$ cat src/hdl/spec_ctrl_pkg.sv
// constants, carriers and state layout for the spectrometer control ports
package spec_ctrl_pkg;
  localparam int ADDR_W = 16;
  localparam int DATA_W = 32;
  localparam logic [15:0] ADC_CTRL_ADDR  = 16'h8000;
  localparam logic [15:0] ADC_STAT_ADDR  = 16'h8004;
  localparam logic [15:0] MASS_DAC_ADDR  = 16'h8050;
  localparam logic [15:0] PRN_DATA_ADDR  = 16'h8060;
  localparam logic [15:0] PRN_CTRL_ADDR  = 16'h8064;
  localparam logic [15:0] EXT_IO_ADDR    = 16'h8068;
  localparam logic [15:0] EVENT_ADDR     = 16'h806C;
  localparam logic [15:0] PORTA_ADDR     = 16'h8080;
  localparam logic [15:0] SPECT_CTRL_ADDR = 16'h8084;
  localparam logic [15:0] PORTA_DIR_ADDR = 16'h8088;
  localparam logic [15:0] TONE_ADDR      = 16'h808C;
  localparam logic [15:0] SPARE_ADDR     = 16'h8090;
  localparam int TONE_CONT_BIT = 0;
  localparam int TONE_BEEP_BIT = 1;
  localparam int PRN_GO_BIT    = 0;
  localparam int PRN_BUSY_BIT  = 1;
  localparam int PRN_STRB_BIT  = 2;
  localparam int EV_FIL_BIT    = 0;
  localparam int EV_TRIP_BIT   = 1;
  localparam int ADC_START_BIT = 8;
  localparam int ADC_BUSY_BIT  = 0;
  localparam int EXT_DIR_LSB   = 8;
  localparam int ST_RF_BIT     = 5;
  localparam int ST_EMIS_BIT   = 6;
  localparam int ST_TRIP_BIT   = 7;
  localparam logic [1:0] RESP_OKAY   = 2'h0;
  localparam logic [1:0] RESP_SLVERR = 2'h2;
  localparam int CLK_MHZ      = 250;
  localparam int TICK_US      = 300;
  localparam int TICK_CYCLES  = TICK_US * CLK_MHZ;
  localparam int STROBE_NS    = 1000;
  localparam int STROBE_CYCLES = (STROBE_NS * CLK_MHZ + 999) / 1000;
  localparam int CONV_US      = 10;
  localparam int CONV_CYCLES  = CONV_US * CLK_MHZ;
  localparam int TONE_HALF_US = 250;
  localparam int TONE_HALF_CYCLES = TONE_HALF_US * CLK_MHZ;
  localparam int BEEP_MS      = 50;
  localparam int BEEP_CYCLES  = BEEP_MS * 1000 * CLK_MHZ;
  localparam int TICK_W = 17;
  localparam int TONE_W = 16;
  localparam int BEEP_W = 24;
  localparam int STRB_W = 8;
  localparam int CONV_W = 12;
  typedef struct packed {
    logic port_b_top_line;
    logic ion_beam_off_n;
    logic multiplier_supply_n;
    logic total_pressure_gain;
    logic rod_voltage_off;
    logic feedback_resistor_select;
    logic gain_x100_select;
    logic gain_x10_select;
  } spect_ctrl_type;
  typedef struct packed {
    logic source_normal_not_degas;
    logic filament_relay_select;
    logic filament_on;
  } spare_type;
  localparam spect_ctrl_type SPECT_CTRL_RESET = 8'h60;
  localparam spare_type      SPARE_RESET      = 3'h4;
  typedef enum logic [1:0] {
    CONV_IDLE  = 2'h0,
    CONV_RUN   = 2'h1,
    CONV_LATCH = 2'h3
  } conv_state_type;
  typedef struct packed {
    logic                aw_ok;
    logic [ADDR_W-1:0]   aw_addr;
    logic                w_ok;
    logic [15:0]         w_data;
    logic [1:0]          w_strb;
    logic                bvalid;
    logic [1:0]          bresp;
    logic                rvalid;
    logic [1:0]          rresp;
    logic [15:0]         rdata;
    logic [TICK_W-1:0]   tick_cnt;
    logic                nmi;
    logic                tone_cont;
    logic [BEEP_W-1:0]   beep_cnt;
    logic [TONE_W-1:0]   tone_cnt;
    logic                tone;
    spect_ctrl_type      ctrl;
    spare_type           spare;
    logic [7:0]          porta_out;
    logic [7:0]          porta_dir;
    logic [7:0]          prn_data;
    logic [STRB_W-1:0]   strobe_cnt;
    logic [4:0]          ext_out;
    logic [4:0]          ext_dir;
    logic                emis_prev;
    logic                trip_prev;
    logic                fil_flag;
    logic                trip_flag;
    conv_state_type      conv;
    logic [CONV_W-1:0]   conv_cnt;
    logic [3:0]          channel;
    logic [9:0]          adc_result;
    logic [11:0]         mass;
  } state_type;
endpackage

$ cat src/hdl/spec_ctrl_ports.sv
// spectrometer control ports: tick, tone, control bits, printer, events, converter
// Behaviour
// periodic non-maskable tick every 300 us
// tone output: continuous mode plus key beeps
// control port eight outputs, top unused
// two gain bits select 1, 10, 100
// both gain bits never high together
// feedback relay bit gives six decades
// rod-off and total-pressure gain bits
// active-low multiplier supply enable bit
// active-low ion beam suppress bit
// printer port carries eight data bits
// printer strobe out, busy sampled in
// five general lines to external connector
// low RF monitor line flags fault
// filament failure falling edge raises interrupt
// supply trip raises separate interrupt
// filament on and filament relay outputs
// source mode high normal, low degas
// 10-bit converter, sixteen channels, channel zero amplifier
// channels for rails and external signals
// conversion gate high throughout conversion
// large feedback selection switches extra smoothing
// 12-bit mass scale program value
// control logic runs from one system clock
// interface units at 8060 and 8080 blocks
// converter decoded at 8000 block
// reset gives safe directions and levels
// tick counter reloads itself each expiry
`timescale 1ns/1ps
module spec_ctrl_ports #(
  parameter int TICK_CYCLES_P      = spec_ctrl_pkg::TICK_CYCLES,
  parameter int STROBE_CYCLES_P    = spec_ctrl_pkg::STROBE_CYCLES,
  parameter int CONV_CYCLES_P      = spec_ctrl_pkg::CONV_CYCLES,
  parameter int TONE_HALF_CYCLES_P = spec_ctrl_pkg::TONE_HALF_CYCLES,
  parameter int BEEP_CYCLES_P      = spec_ctrl_pkg::BEEP_CYCLES
) (
  input  wire logic                              CLK,
  input  wire logic                              RESET_N,
  input  wire logic [spec_ctrl_pkg::ADDR_W-1:0]  S_AXI_AWADDR,
  input  wire logic                              S_AXI_AWVALID,
  output logic                                   S_AXI_AWREADY,
  input  wire logic [spec_ctrl_pkg::DATA_W-1:0]  S_AXI_WDATA,
  input  wire logic [3:0]                        S_AXI_WSTRB,
  input  wire logic                              S_AXI_WVALID,
  output logic                                   S_AXI_WREADY,
  output logic [1:0]                             S_AXI_BRESP,
  output logic                                   S_AXI_BVALID,
  input  wire logic                              S_AXI_BREADY,
  input  wire logic [spec_ctrl_pkg::ADDR_W-1:0]  S_AXI_ARADDR,
  input  wire logic                              S_AXI_ARVALID,
  output logic                                   S_AXI_ARREADY,
  output logic [spec_ctrl_pkg::DATA_W-1:0]       S_AXI_RDATA,
  output logic [1:0]                             S_AXI_RRESP,
  output logic                                   S_AXI_RVALID,
  input  wire logic                              S_AXI_RREADY,
  output logic                                   NMI_TICK,
  output logic                                   AUDIO_TONE,
  output spec_ctrl_pkg::spect_ctrl_type          SPECT_CTRL,
  output logic                                   LARGE_FEEDBACK_ACTIVE,
  output spec_ctrl_pkg::spare_type               SPARE_OUT,
  input  wire logic [7:0]                        PORTA_IN,
  output logic [7:0]                             PORTA_OUT,
  output logic [7:0]                             PORTA_OE,
  output logic [7:0]                             PRINTER_DATA_BITS,
  output logic                                   PRINTER_STROBE,
  input  wire logic                              PRINTER_BUSY_IN,
  input  wire logic [4:0]                        EXT_IO_IN,
  output logic [4:0]                             EXT_IO_OUT,
  output logic [4:0]                             EXT_IO_OE,
  input  wire logic                              RF_MONITOR_IN,
  input  wire logic                              EMISSION_OK_IN,
  input  wire logic                              SUPPLY_TRIP_IN,
  output logic                                   FILAMENT_IRQ,
  output logic                                   TRIP_IRQ_LINE,
  output logic [3:0]                             ADC_CHANNEL,
  output logic                                   CONVERSION_GATE,
  input  wire logic [9:0]                        ADC_DATA_IN,
  output logic [11:0]                            MASS_DAC
);
  import spec_ctrl_pkg::*;

  localparam logic [TICK_W-1:0] TICK_LAST   = TICK_W'(TICK_CYCLES_P - 1);
  localparam logic [STRB_W-1:0] STROBE_LEN  = STRB_W'(STROBE_CYCLES_P);
  localparam logic [CONV_W-1:0] CONV_LEN    = CONV_W'(CONV_CYCLES_P);
  localparam logic [TONE_W-1:0] TONE_LAST   = TONE_W'(TONE_HALF_CYCLES_P - 1);
  localparam logic [BEEP_W-1:0] BEEP_LEN    = BEEP_W'(BEEP_CYCLES_P);

  state_type st_ff;
  state_type nxt_st;

  logic        wr_go;
  logic        rd_go;
  logic [15:0] rd_val;
  logic        rd_hit;
  logic        wr_hit;
  logic [15:0] wv;
  logic        tone_active;

  function automatic logic [15:0] merge(input logic [15:0] old, input logic [15:0] d,
                                        input logic [1:0] s);
    merge = {s[1] ? d[15:8] : old[15:8], s[0] ? d[7:0] : old[7:0]};
  endfunction

  assign S_AXI_AWREADY = !st_ff.aw_ok && !st_ff.bvalid;
  assign S_AXI_WREADY  = !st_ff.w_ok && !st_ff.bvalid;
  assign S_AXI_ARREADY = !st_ff.rvalid;
  assign wr_go = st_ff.aw_ok && st_ff.w_ok && !st_ff.bvalid;
  assign rd_go = S_AXI_ARVALID && !st_ff.rvalid;
  assign tone_active = st_ff.tone_cont || (st_ff.beep_cnt != '0);

  // read decode, registers reached by AXI are word aligned
  always_comb begin
    rd_val = '0;
    rd_hit = 1'b1;
    case (S_AXI_ARADDR)
      ADC_CTRL_ADDR:   rd_val = {6'h00, st_ff.adc_result};
      ADC_STAT_ADDR:   rd_val = {8'h00, st_ff.channel, 3'h0, 1'(st_ff.conv != CONV_IDLE)};
      MASS_DAC_ADDR:   rd_val = {4'h0, st_ff.mass};
      PRN_DATA_ADDR:   rd_val = {8'h00, st_ff.prn_data};
      PRN_CTRL_ADDR:   rd_val = {13'h0000, 1'(st_ff.strobe_cnt != '0), PRINTER_BUSY_IN, 1'b0};
      EXT_IO_ADDR:     rd_val = {3'h0, st_ff.ext_dir, SUPPLY_TRIP_IN, EMISSION_OK_IN,
                                 !RF_MONITOR_IN, EXT_IO_IN};
      EVENT_ADDR:      rd_val = {14'h0000, st_ff.trip_flag, st_ff.fil_flag};
      PORTA_ADDR:      rd_val = {st_ff.porta_out, PORTA_IN};
      SPECT_CTRL_ADDR: rd_val = {8'h00, st_ff.ctrl};
      PORTA_DIR_ADDR:  rd_val = {8'h00, st_ff.porta_dir};
      TONE_ADDR:       rd_val = {14'h0000, 1'(st_ff.beep_cnt != '0), st_ff.tone_cont};
      SPARE_ADDR:      rd_val = {13'h0000, st_ff.spare};
      default:         rd_hit = 1'b0;
    endcase
  end

  always_comb begin
    nxt_st = st_ff;
    wr_hit = 1'b1;
    wv = '0;
    // bus channels
    if (S_AXI_AWVALID && S_AXI_AWREADY) begin
      nxt_st.aw_ok   = 1'b1;
      nxt_st.aw_addr = S_AXI_AWADDR;
    end
    if (S_AXI_WVALID && S_AXI_WREADY) begin
      nxt_st.w_ok   = 1'b1;
      nxt_st.w_data = S_AXI_WDATA[15:0];
      nxt_st.w_strb = S_AXI_WSTRB[1:0];
    end
    if (st_ff.bvalid && S_AXI_BREADY) begin
      nxt_st.bvalid = 1'b0;
    end
    if (st_ff.rvalid && S_AXI_RREADY) begin
      nxt_st.rvalid = 1'b0;
    end
    if (rd_go) begin
      nxt_st.rvalid = 1'b1;
      nxt_st.rdata  = rd_val;
      nxt_st.rresp  = rd_hit ? RESP_OKAY : RESP_SLVERR;
    end
    // periodic tick, reloads itself
    if (st_ff.tick_cnt == '0) begin
      nxt_st.tick_cnt = TICK_LAST;
    end else begin
      nxt_st.tick_cnt = st_ff.tick_cnt - 1'b1;
    end
    nxt_st.nmi = (st_ff.tick_cnt == '0);
    // tone generator
    if (st_ff.beep_cnt != '0) begin
      nxt_st.beep_cnt = st_ff.beep_cnt - 1'b1;
    end
    if (!tone_active) begin
      nxt_st.tone     = 1'b0;
      nxt_st.tone_cnt = TONE_LAST;
    end else if (st_ff.tone_cnt == '0) begin
      nxt_st.tone     = !st_ff.tone;
      nxt_st.tone_cnt = TONE_LAST;
    end else begin
      nxt_st.tone_cnt = st_ff.tone_cnt - 1'b1;
    end
    // printer strobe width
    if (st_ff.strobe_cnt != '0) begin
      nxt_st.strobe_cnt = st_ff.strobe_cnt - 1'b1;
    end
    // converter sequence
    case (st_ff.conv)
      CONV_IDLE: begin
      end
      CONV_RUN: begin
        if (st_ff.conv_cnt <= CONV_W'(1)) begin
          nxt_st.conv = CONV_LATCH;
        end else begin
          nxt_st.conv_cnt = st_ff.conv_cnt - 1'b1;
        end
      end
      CONV_LATCH: begin
        nxt_st.adc_result = ADC_DATA_IN;
        nxt_st.conv       = CONV_IDLE;
      end
      default: nxt_st.conv = CONV_IDLE;
    endcase
    // event flags: hardware set wins over software clear
    nxt_st.emis_prev = EMISSION_OK_IN;
    nxt_st.trip_prev = SUPPLY_TRIP_IN;
    // register writes
    if (wr_go) begin
      nxt_st.aw_ok  = 1'b0;
      nxt_st.w_ok   = 1'b0;
      nxt_st.bvalid = 1'b1;
      case (st_ff.aw_addr)
        ADC_CTRL_ADDR: begin
          wv = merge({12'h000, st_ff.channel}, st_ff.w_data, st_ff.w_strb);
          if (st_ff.conv == CONV_IDLE) begin
            nxt_st.channel = wv[3:0];
            if (wv[ADC_START_BIT]) begin
              nxt_st.conv     = CONV_RUN;
              nxt_st.conv_cnt = CONV_LEN;
            end
          end
        end
        MASS_DAC_ADDR: begin
          wv = merge({4'h0, st_ff.mass}, st_ff.w_data, st_ff.w_strb);
          nxt_st.mass = wv[11:0];
        end
        PRN_DATA_ADDR: begin
          wv = merge({8'h00, st_ff.prn_data}, st_ff.w_data, st_ff.w_strb);
          nxt_st.prn_data = wv[7:0];
        end
        PRN_CTRL_ADDR: begin
          if (st_ff.w_strb[0] && st_ff.w_data[PRN_GO_BIT] && st_ff.strobe_cnt == '0) begin
            nxt_st.strobe_cnt = STROBE_LEN;
          end
        end
        EXT_IO_ADDR: begin
          wv = merge({3'h0, st_ff.ext_dir, 3'h0, st_ff.ext_out}, st_ff.w_data, st_ff.w_strb);
          nxt_st.ext_out = wv[4:0];
          nxt_st.ext_dir = wv[EXT_DIR_LSB +: 5];
        end
        EVENT_ADDR: begin
          if (st_ff.w_strb[0]) begin
            nxt_st.fil_flag  = st_ff.fil_flag && !st_ff.w_data[EV_FIL_BIT];
            nxt_st.trip_flag = st_ff.trip_flag && !st_ff.w_data[EV_TRIP_BIT];
          end
        end
        PORTA_ADDR: begin
          if (st_ff.w_strb[1]) begin
            nxt_st.porta_out = st_ff.w_data[15:8];
          end
        end
        SPECT_CTRL_ADDR: begin
          if (st_ff.w_strb[0]) begin
            nxt_st.ctrl = st_ff.w_data[7:0];
            nxt_st.ctrl.port_b_top_line = 1'b0;
            if (st_ff.w_data[1] && st_ff.w_data[0]) begin
              nxt_st.ctrl.gain_x10_select  = st_ff.ctrl.gain_x10_select;
              nxt_st.ctrl.gain_x100_select = st_ff.ctrl.gain_x100_select;
            end
          end
        end
        PORTA_DIR_ADDR: begin
          wv = merge({8'h00, st_ff.porta_dir}, st_ff.w_data, st_ff.w_strb);
          nxt_st.porta_dir = wv[7:0];
        end
        TONE_ADDR: begin
          if (st_ff.w_strb[0]) begin
            nxt_st.tone_cont = st_ff.w_data[TONE_CONT_BIT];
            if (st_ff.w_data[TONE_BEEP_BIT]) begin
              nxt_st.beep_cnt = BEEP_LEN;
            end
          end
        end
        SPARE_ADDR: begin
          if (st_ff.w_strb[0]) begin
            nxt_st.spare = st_ff.w_data[2:0];
          end
        end
        default: wr_hit = 1'b0;
      endcase
      nxt_st.bresp = wr_hit ? RESP_OKAY : RESP_SLVERR;
    end
    if (st_ff.emis_prev && !EMISSION_OK_IN) begin
      nxt_st.fil_flag = 1'b1;
    end
    if (!st_ff.trip_prev && SUPPLY_TRIP_IN) begin
      nxt_st.trip_flag = 1'b1;
    end
  end

  always_ff @(posedge CLK or negedge RESET_N) begin
    if (!RESET_N) begin
      st_ff          <= '0;
      st_ff.tick_cnt <= TICK_LAST;
      st_ff.ctrl     <= SPECT_CTRL_RESET;
      st_ff.spare    <= SPARE_RESET;
      st_ff.emis_prev <= 1'b1;
      st_ff.tone_cnt <= TONE_LAST;
      st_ff.conv     <= CONV_IDLE;
    end else begin
      st_ff <= nxt_st;
    end
  end

  assign S_AXI_BVALID          = st_ff.bvalid;
  assign S_AXI_BRESP           = st_ff.bresp;
  assign S_AXI_RVALID          = st_ff.rvalid;
  assign S_AXI_RRESP           = st_ff.rresp;
  assign S_AXI_RDATA           = {16'h0000, st_ff.rdata};
  assign NMI_TICK              = st_ff.nmi;
  assign AUDIO_TONE            = st_ff.tone;
  assign SPECT_CTRL            = st_ff.ctrl;
  assign LARGE_FEEDBACK_ACTIVE = st_ff.ctrl.feedback_resistor_select;
  assign SPARE_OUT             = st_ff.spare;
  assign PORTA_OUT             = st_ff.porta_out;
  assign PORTA_OE              = st_ff.porta_dir;
  assign PRINTER_DATA_BITS     = st_ff.prn_data;
  assign PRINTER_STROBE        = (st_ff.strobe_cnt != '0);
  assign EXT_IO_OUT            = st_ff.ext_out;
  assign EXT_IO_OE             = st_ff.ext_dir;
  assign FILAMENT_IRQ          = st_ff.fil_flag;
  assign TRIP_IRQ_LINE         = st_ff.trip_flag;
  assign ADC_CHANNEL           = st_ff.channel;
  assign CONVERSION_GATE       = (st_ff.conv == CONV_RUN);
  assign MASS_DAC              = st_ff.mass;

  // checks
  gain_exclusive_a: assert property (@(posedge CLK) disable iff (!RESET_N)
    !(SPECT_CTRL.gain_x10_select && SPECT_CTRL.gain_x100_select))
    else $error("both gain bits high");
  tick_reload_a: assert property (@(posedge CLK) disable iff (!RESET_N)
    NMI_TICK |-> st_ff.tick_cnt == TICK_LAST)
    else $error("tick counter did not reload");
  tick_single_a: assert property (@(posedge CLK) disable iff (!RESET_N)
    NMI_TICK |=> !NMI_TICK ##1 !NMI_TICK)
    else $error("tick pulse too long");
  gate_hold_a: assert property (@(posedge CLK) disable iff (!RESET_N)
    CONVERSION_GATE && st_ff.conv_cnt > CONV_W'(1) |=> CONVERSION_GATE)
    else $error("conversion gate broke early");
  gate_latch_a: assert property (@(posedge CLK) disable iff (!RESET_N)
    $fell(CONVERSION_GATE) |-> st_ff.conv == CONV_LATCH ##1 st_ff.adc_result == $past(ADC_DATA_IN))
    else $error("gate dropped without latch");
  filament_irq_a: assert property (@(posedge CLK) disable iff (!RESET_N)
    $fell(EMISSION_OK_IN) |=> FILAMENT_IRQ)
    else $error("filament failure not flagged");
  trip_irq_a: assert property (@(posedge CLK) disable iff (!RESET_N)
    $rose(SUPPLY_TRIP_IN) |=> TRIP_IRQ_LINE)
    else $error("supply trip not flagged");
  feedback_tie_a: assert property (@(posedge CLK) disable iff (!RESET_N)
    wr_go && st_ff.aw_addr == SPECT_CTRL_ADDR && st_ff.w_strb[0]
    |=> LARGE_FEEDBACK_ACTIVE == $past(st_ff.w_data[2]))
    else $error("smoothing select not tied to feedback bit");
  // the bus answers one cycle after a request is complete
  rd_answer_a: assert property (@(posedge CLK) disable iff (!RESET_N)
    S_AXI_ARVALID && S_AXI_ARREADY |=> S_AXI_RVALID)
    else $error("read not answered");
  wr_answer_a: assert property (@(posedge CLK) disable iff (!RESET_N)
    wr_go |=> S_AXI_BVALID)
    else $error("write not answered");
  conv_start_a: assert property (@(posedge CLK) disable iff (!RESET_N)
    wr_go && st_ff.aw_addr == ADC_CTRL_ADDR && wv[ADC_START_BIT]
    && st_ff.conv == CONV_IDLE |=> CONVERSION_GATE)
    else $error("conversion did not start");
  tone_quiet_a: assert property (@(posedge CLK) disable iff (!RESET_N)
    !tone_active |=> !AUDIO_TONE)
    else $error("tone sounding while idle");
  strobe_width_a: assert property (@(posedge CLK) disable iff (!RESET_N)
    $rose(PRINTER_STROBE) |-> PRINTER_STROBE[*8])
    else $error("printer strobe too short");
  top_line_a: assert property (@(posedge CLK) disable iff (!RESET_N)
    !SPECT_CTRL.port_b_top_line)
    else $error("unused control line driven");
  conv_cover_c: cover property (@(posedge CLK) disable iff (!RESET_N)
    $fell(CONVERSION_GATE));
  print_cover_c: cover property (@(posedge CLK) disable iff (!RESET_N)
    $rose(PRINTER_STROBE));
  beep_cover_c: cover property (@(posedge CLK) disable iff (!RESET_N)
    !st_ff.tone_cont && $rose(AUDIO_TONE));
  irq_cover_c: cover property (@(posedge CLK) disable iff (!RESET_N)
    FILAMENT_IRQ && TRIP_IRQ_LINE);
endmodule
$ cat config.mk
export PLATFORM = sky130hd
export DESIGN_NAME = spec_ctrl_ports
export DESIGN_NICKNAME = d
export VERILOG_FILES = /design/src/hdl/spec_ctrl_pkg.sv /design/src/hdl/spec_ctrl_ports.sv
export SDC_FILE = /design/constraint.sdc
export NUM_CORES = 1
export LEC_CHECK = 0
export BUFFER_PORTS_ARGS = -buffer_cell sky130_fd_sc_hd__buf_2
export CORE_ASPECT_RATIO = 0.9
export CORE_MARGIN = 4
export CORE_UTILIZATION = 60
export DETAILED_ROUTE_END_ITERATION = 8
export PLACE_DENSITY = 0.87
export SLEW_MARGIN = 20
export SYNTH_ARGS = -nofsm -noshare
export SYNTH_HDL_FRONTEND = slang
export SYNTH_SLANG_ARGS = --single-unit
$ cat constraint.sdc
create_clock -name CLK -period 3.3 [get_ports CLK]
set_input_delay 0.495 -clock CLK [delete_from_list [all_inputs] [get_ports CLK]]
set_output_delay 0.495 -clock CLK [all_outputs]
set_load 0.01 [all_outputs]
==> results.txt <==
Outcome = finished, final reports clean
Detail Placement HPWL = 19000 um
Cts bufs inserted = 23
CP peak stage delay = 0.70 ns
PwrDens = 639 mW/mm^2
Peak supply drop = 0.716 mV
CP top delay family = simple AND/OR/NAND/NOR gates
Share of the synthesized area in the top cell type = 44.1%
Distinct cells, synth = 71
Placer Congestion = 0.943
Top_reg_cell synth = dfrtp_1
Dominant cells by area after synthesis = dfrtp_1 (44%), mux2_2 (10%), buf_4 (6.9%)
Buf+Inv Stages, Crit Path = 0
Worst path slowest cell = nor3_1
I/O Buffers = 173
Vias = 8121
Compound-cell area share of the yosys netlist = 8.31%
Rel. slew slack = 38.3%
Gr ovfl total = 0
CP Cell Sequence = nor4b_1 > nand3_1 > nor3_1 > nand2_2 > mux2_2
Dpl cell area = 0.0113 sq mm
Power share of the sequential group = 48.8%
Worst-path clk slew = 0.07 ns
Hold WC Path Type = primary input to asynchronous set/reset pin
Period utilization = 87.9%
CTS tree = built
Post-CTS Hold Buffers = 0
Die Ht = 135 um
Post-CTS Setup Repair Bufs = 0
DR iter-0 viols = 697
Cts repair resizes = 0
Post-Synth XOR/XNOR Area = 3.65%
Minimum clock period = 2.90 ns
IO Count = 211
Post-synth EDFFs = 0
Setup TNS = 0 ns
Sequential share of the synthesized area = 49.4%
Routed vias/inst = 6.00
CTS Root Cell = clkbuf_16
Main combinational cell family by area after synthesis = simple AND/OR/NAND/NOR gates
Clock Power Share = 31.5%
Crit. End Element = flop
Layout cells sized above 1 = 34.1%
Max cap viols = 0
Mean Syn Cell Area = 10.8 sq um
Sw Pwr = 2.46 mW
Commonest non-fill, non-tap cell in the layout = dfrtp_1
Crit Path Class = flop to flop
F_max = 345 MHz
Starting Density = 61.1%
Worst slew pin tran = 0.919 ns
Post-synth top area cell = dfrtp_1
Simple-Gate Fraction of Synth Area = 17.6%
Die Area = 0.0202 sq mm
Core ar. = 0.0177 sq mm
Final ANT Viol Nets = 0
Startpoint Class = flop
Mux share of post-synthesis cell area = 11.2%
Post-Route Skew = 0.0116 ns
Critical Path AT = 3.29 ns
Cell-internal power = 5.20 mW
Synth Register Bits = 212
CTS H-tree lvls = 1
Clk sinks = 212
Leading cell types in the layout, fill and taps excluded = dfrtp_1 (190), buf_2 (172), mux2_2 (100)
Sw Ratio = 32.1%
Pin count of the biggest net entering global routing = 91
First-pass GRT wire length = 42000 um
Layout area overhead = 11.2%
CTS max path bufs = 3
# setup viols final = 0
Synth Instances = 998
Vias in the first global route = 8080
Clock Latency Late Sink = 0.51 ns
Leak = 5.67 nW
Post-synthesis async set-or-reset flop share = 100%
Logic pwr share = 19.7%
Final #Nets = 1205
Die width = 149 um
Tot GR Track Use = 25.8%
Drt wl/cell = 19.6 um
Fillcell total = 1296
Critical path data required time = 3.69 ns
Crit Path Max Fanout = 8
Initial antenna violation count = 1
Adder-cell share of the synthesized area = 0.812%
Total wire length = 26600 um
Final Hold Viols = 0
DRC violations left = 0
Synthesized area = 0.0108 sq mm
RSZ-0062 raised after global routing = no
DRT Pass-1 Iters = 6
Placement Rows = 46
Final Max Tran Viols = 0
Syn. warnings = 0
Final instance area = 0.0120 sq mm
## metal layers
| metal | global-route usage (%) | up-vias | share of wire [%] |
|---|---|---|---|
| li1 | - | 3672 | - |
| met1 | 34.9 | 3998 | 40 |
| met2 | 41.6 | 365 | 47 |
| met3 | 5.79 | 86 | 9.2 |
| met4 | 8.69 | 0 | 4.1 |
| met5 | 0 | - | 0 |
## final cells by class
type	count	area, sq um	share of cell area (%)
diodes	1	2.50	0.0208
clock buffers	29	628	5.23
clock inverters	13	83.8	0.698
inverters	23	86.3	0.719
multi-input cells	648	4570	38.1
flip-flops and latches	212	5330	44.4
well taps	240	300	2.50
repair buffers	188	1000	8.33
## synth_stat cells (9+ instances only)
master and number:
a21oi_1 21, a22oi_1 16, and3_1 15, buf_2 9
buf_4 99, clkbuf_1 23, dfrtp_1 190, dfstp_2 22
inv_1 22, mux2_2 100, nand2_1 76, nand3_1 27
nor2_1 66, nor2b_1 9, nor3_1 24, nor4_1 27
o21ai_0 24, o21ai_1 9, or3_1 10, or4_1 11
xnor2_1 32, xor2_1 13
## worst reg2reg max path, cell delays in order, from the launching register on
cell	delay [ns]
dfrtp_1	0.39
nor4b_1	0.53
nand3_1	0.42
nor3_1	0.70
nand2_2	0.37
mux2_2	0.37
## registers in the layout, indices dropped and copies added (netlist names), 6 cells and up
| signal | flops |
|---|---|
| S_AXI_RDATA | 16 |
| SPECT_CTRL | 6 |
| PORTA_OUT | 8 |
| PORTA_OE | 8 |
| PRINTER_DATA_BITS | 8 |
| MASS_DAC | 12 |
| st_ff | 128 |
## power by group through the flow
stage                     registers [mW]  clock network (mW)  logic, mW
after floorplan                     3.51                   0       1.21
after global placement              3.71                   0       1.41
after detailed placement            3.75                   0       1.50
after CTS                           3.72                2.45       1.51
after global routing                3.81                2.56       1.70
final                               3.74                2.41       1.51
## metrics by stage
stage | hold slack [ns] | setup slack (ns) | utilization (%) | power (mW) | std cells
detailed placement | 0.443 | 0.497 | 63.9 | 5.25 | 1311
floorplan | 0.199 | 1.01 | - | 4.72 | 1016
global route | 0.0814 | 0.247 | 67.9 | 8.07 | 1354
finish | 0.0268 | 0.400 | 67.9 | 7.67 | 1354
global placement | 0.438 | 0.536 | 63.9 | 5.12 | 1311
CTS | 0.0733 | 0.471 | 67.9 | 7.68 | 1353
## path summary, 6_finish.rpt
path                                 start              endpoint  slack [ns]  cells past startpoint
max in group asynchronous          RESET_N         SPECT_CTRL[6]        2.35                      2
min in group CLK            EMISSION_OK_IN             st_ff[43]        0.11                      1
setup / recovery                st_ff[211]  PRINTER_DATA_BITS[6]        0.40                      5
setup reg to reg                st_ff[211]  PRINTER_DATA_BITS[6]        0.40                      5
hold reg to reg            S_AXI_RDATA[14]       S_AXI_RDATA[14]        0.46                      2
hold / removal                     RESET_N       S_AXI_RDATA[13]        0.03                      1
## cell families (layout without fill, tap and decap cells)
| group | count (synthesis) | count (layout) |
|---|---|---|
| flops | 212 | 212 |
| simple gates | 339 | 339 |
| xor+xnor | 45 | 45 |
| other cells | 1 | 20 |
| mux | 107 | 107 |
| buf+inv | 156 | 253 |
| compound gates | 131 | 131 |
| fa+ha+maj | 7 | 7 |
Note: power is estimated with default switching activity, not from simulation.
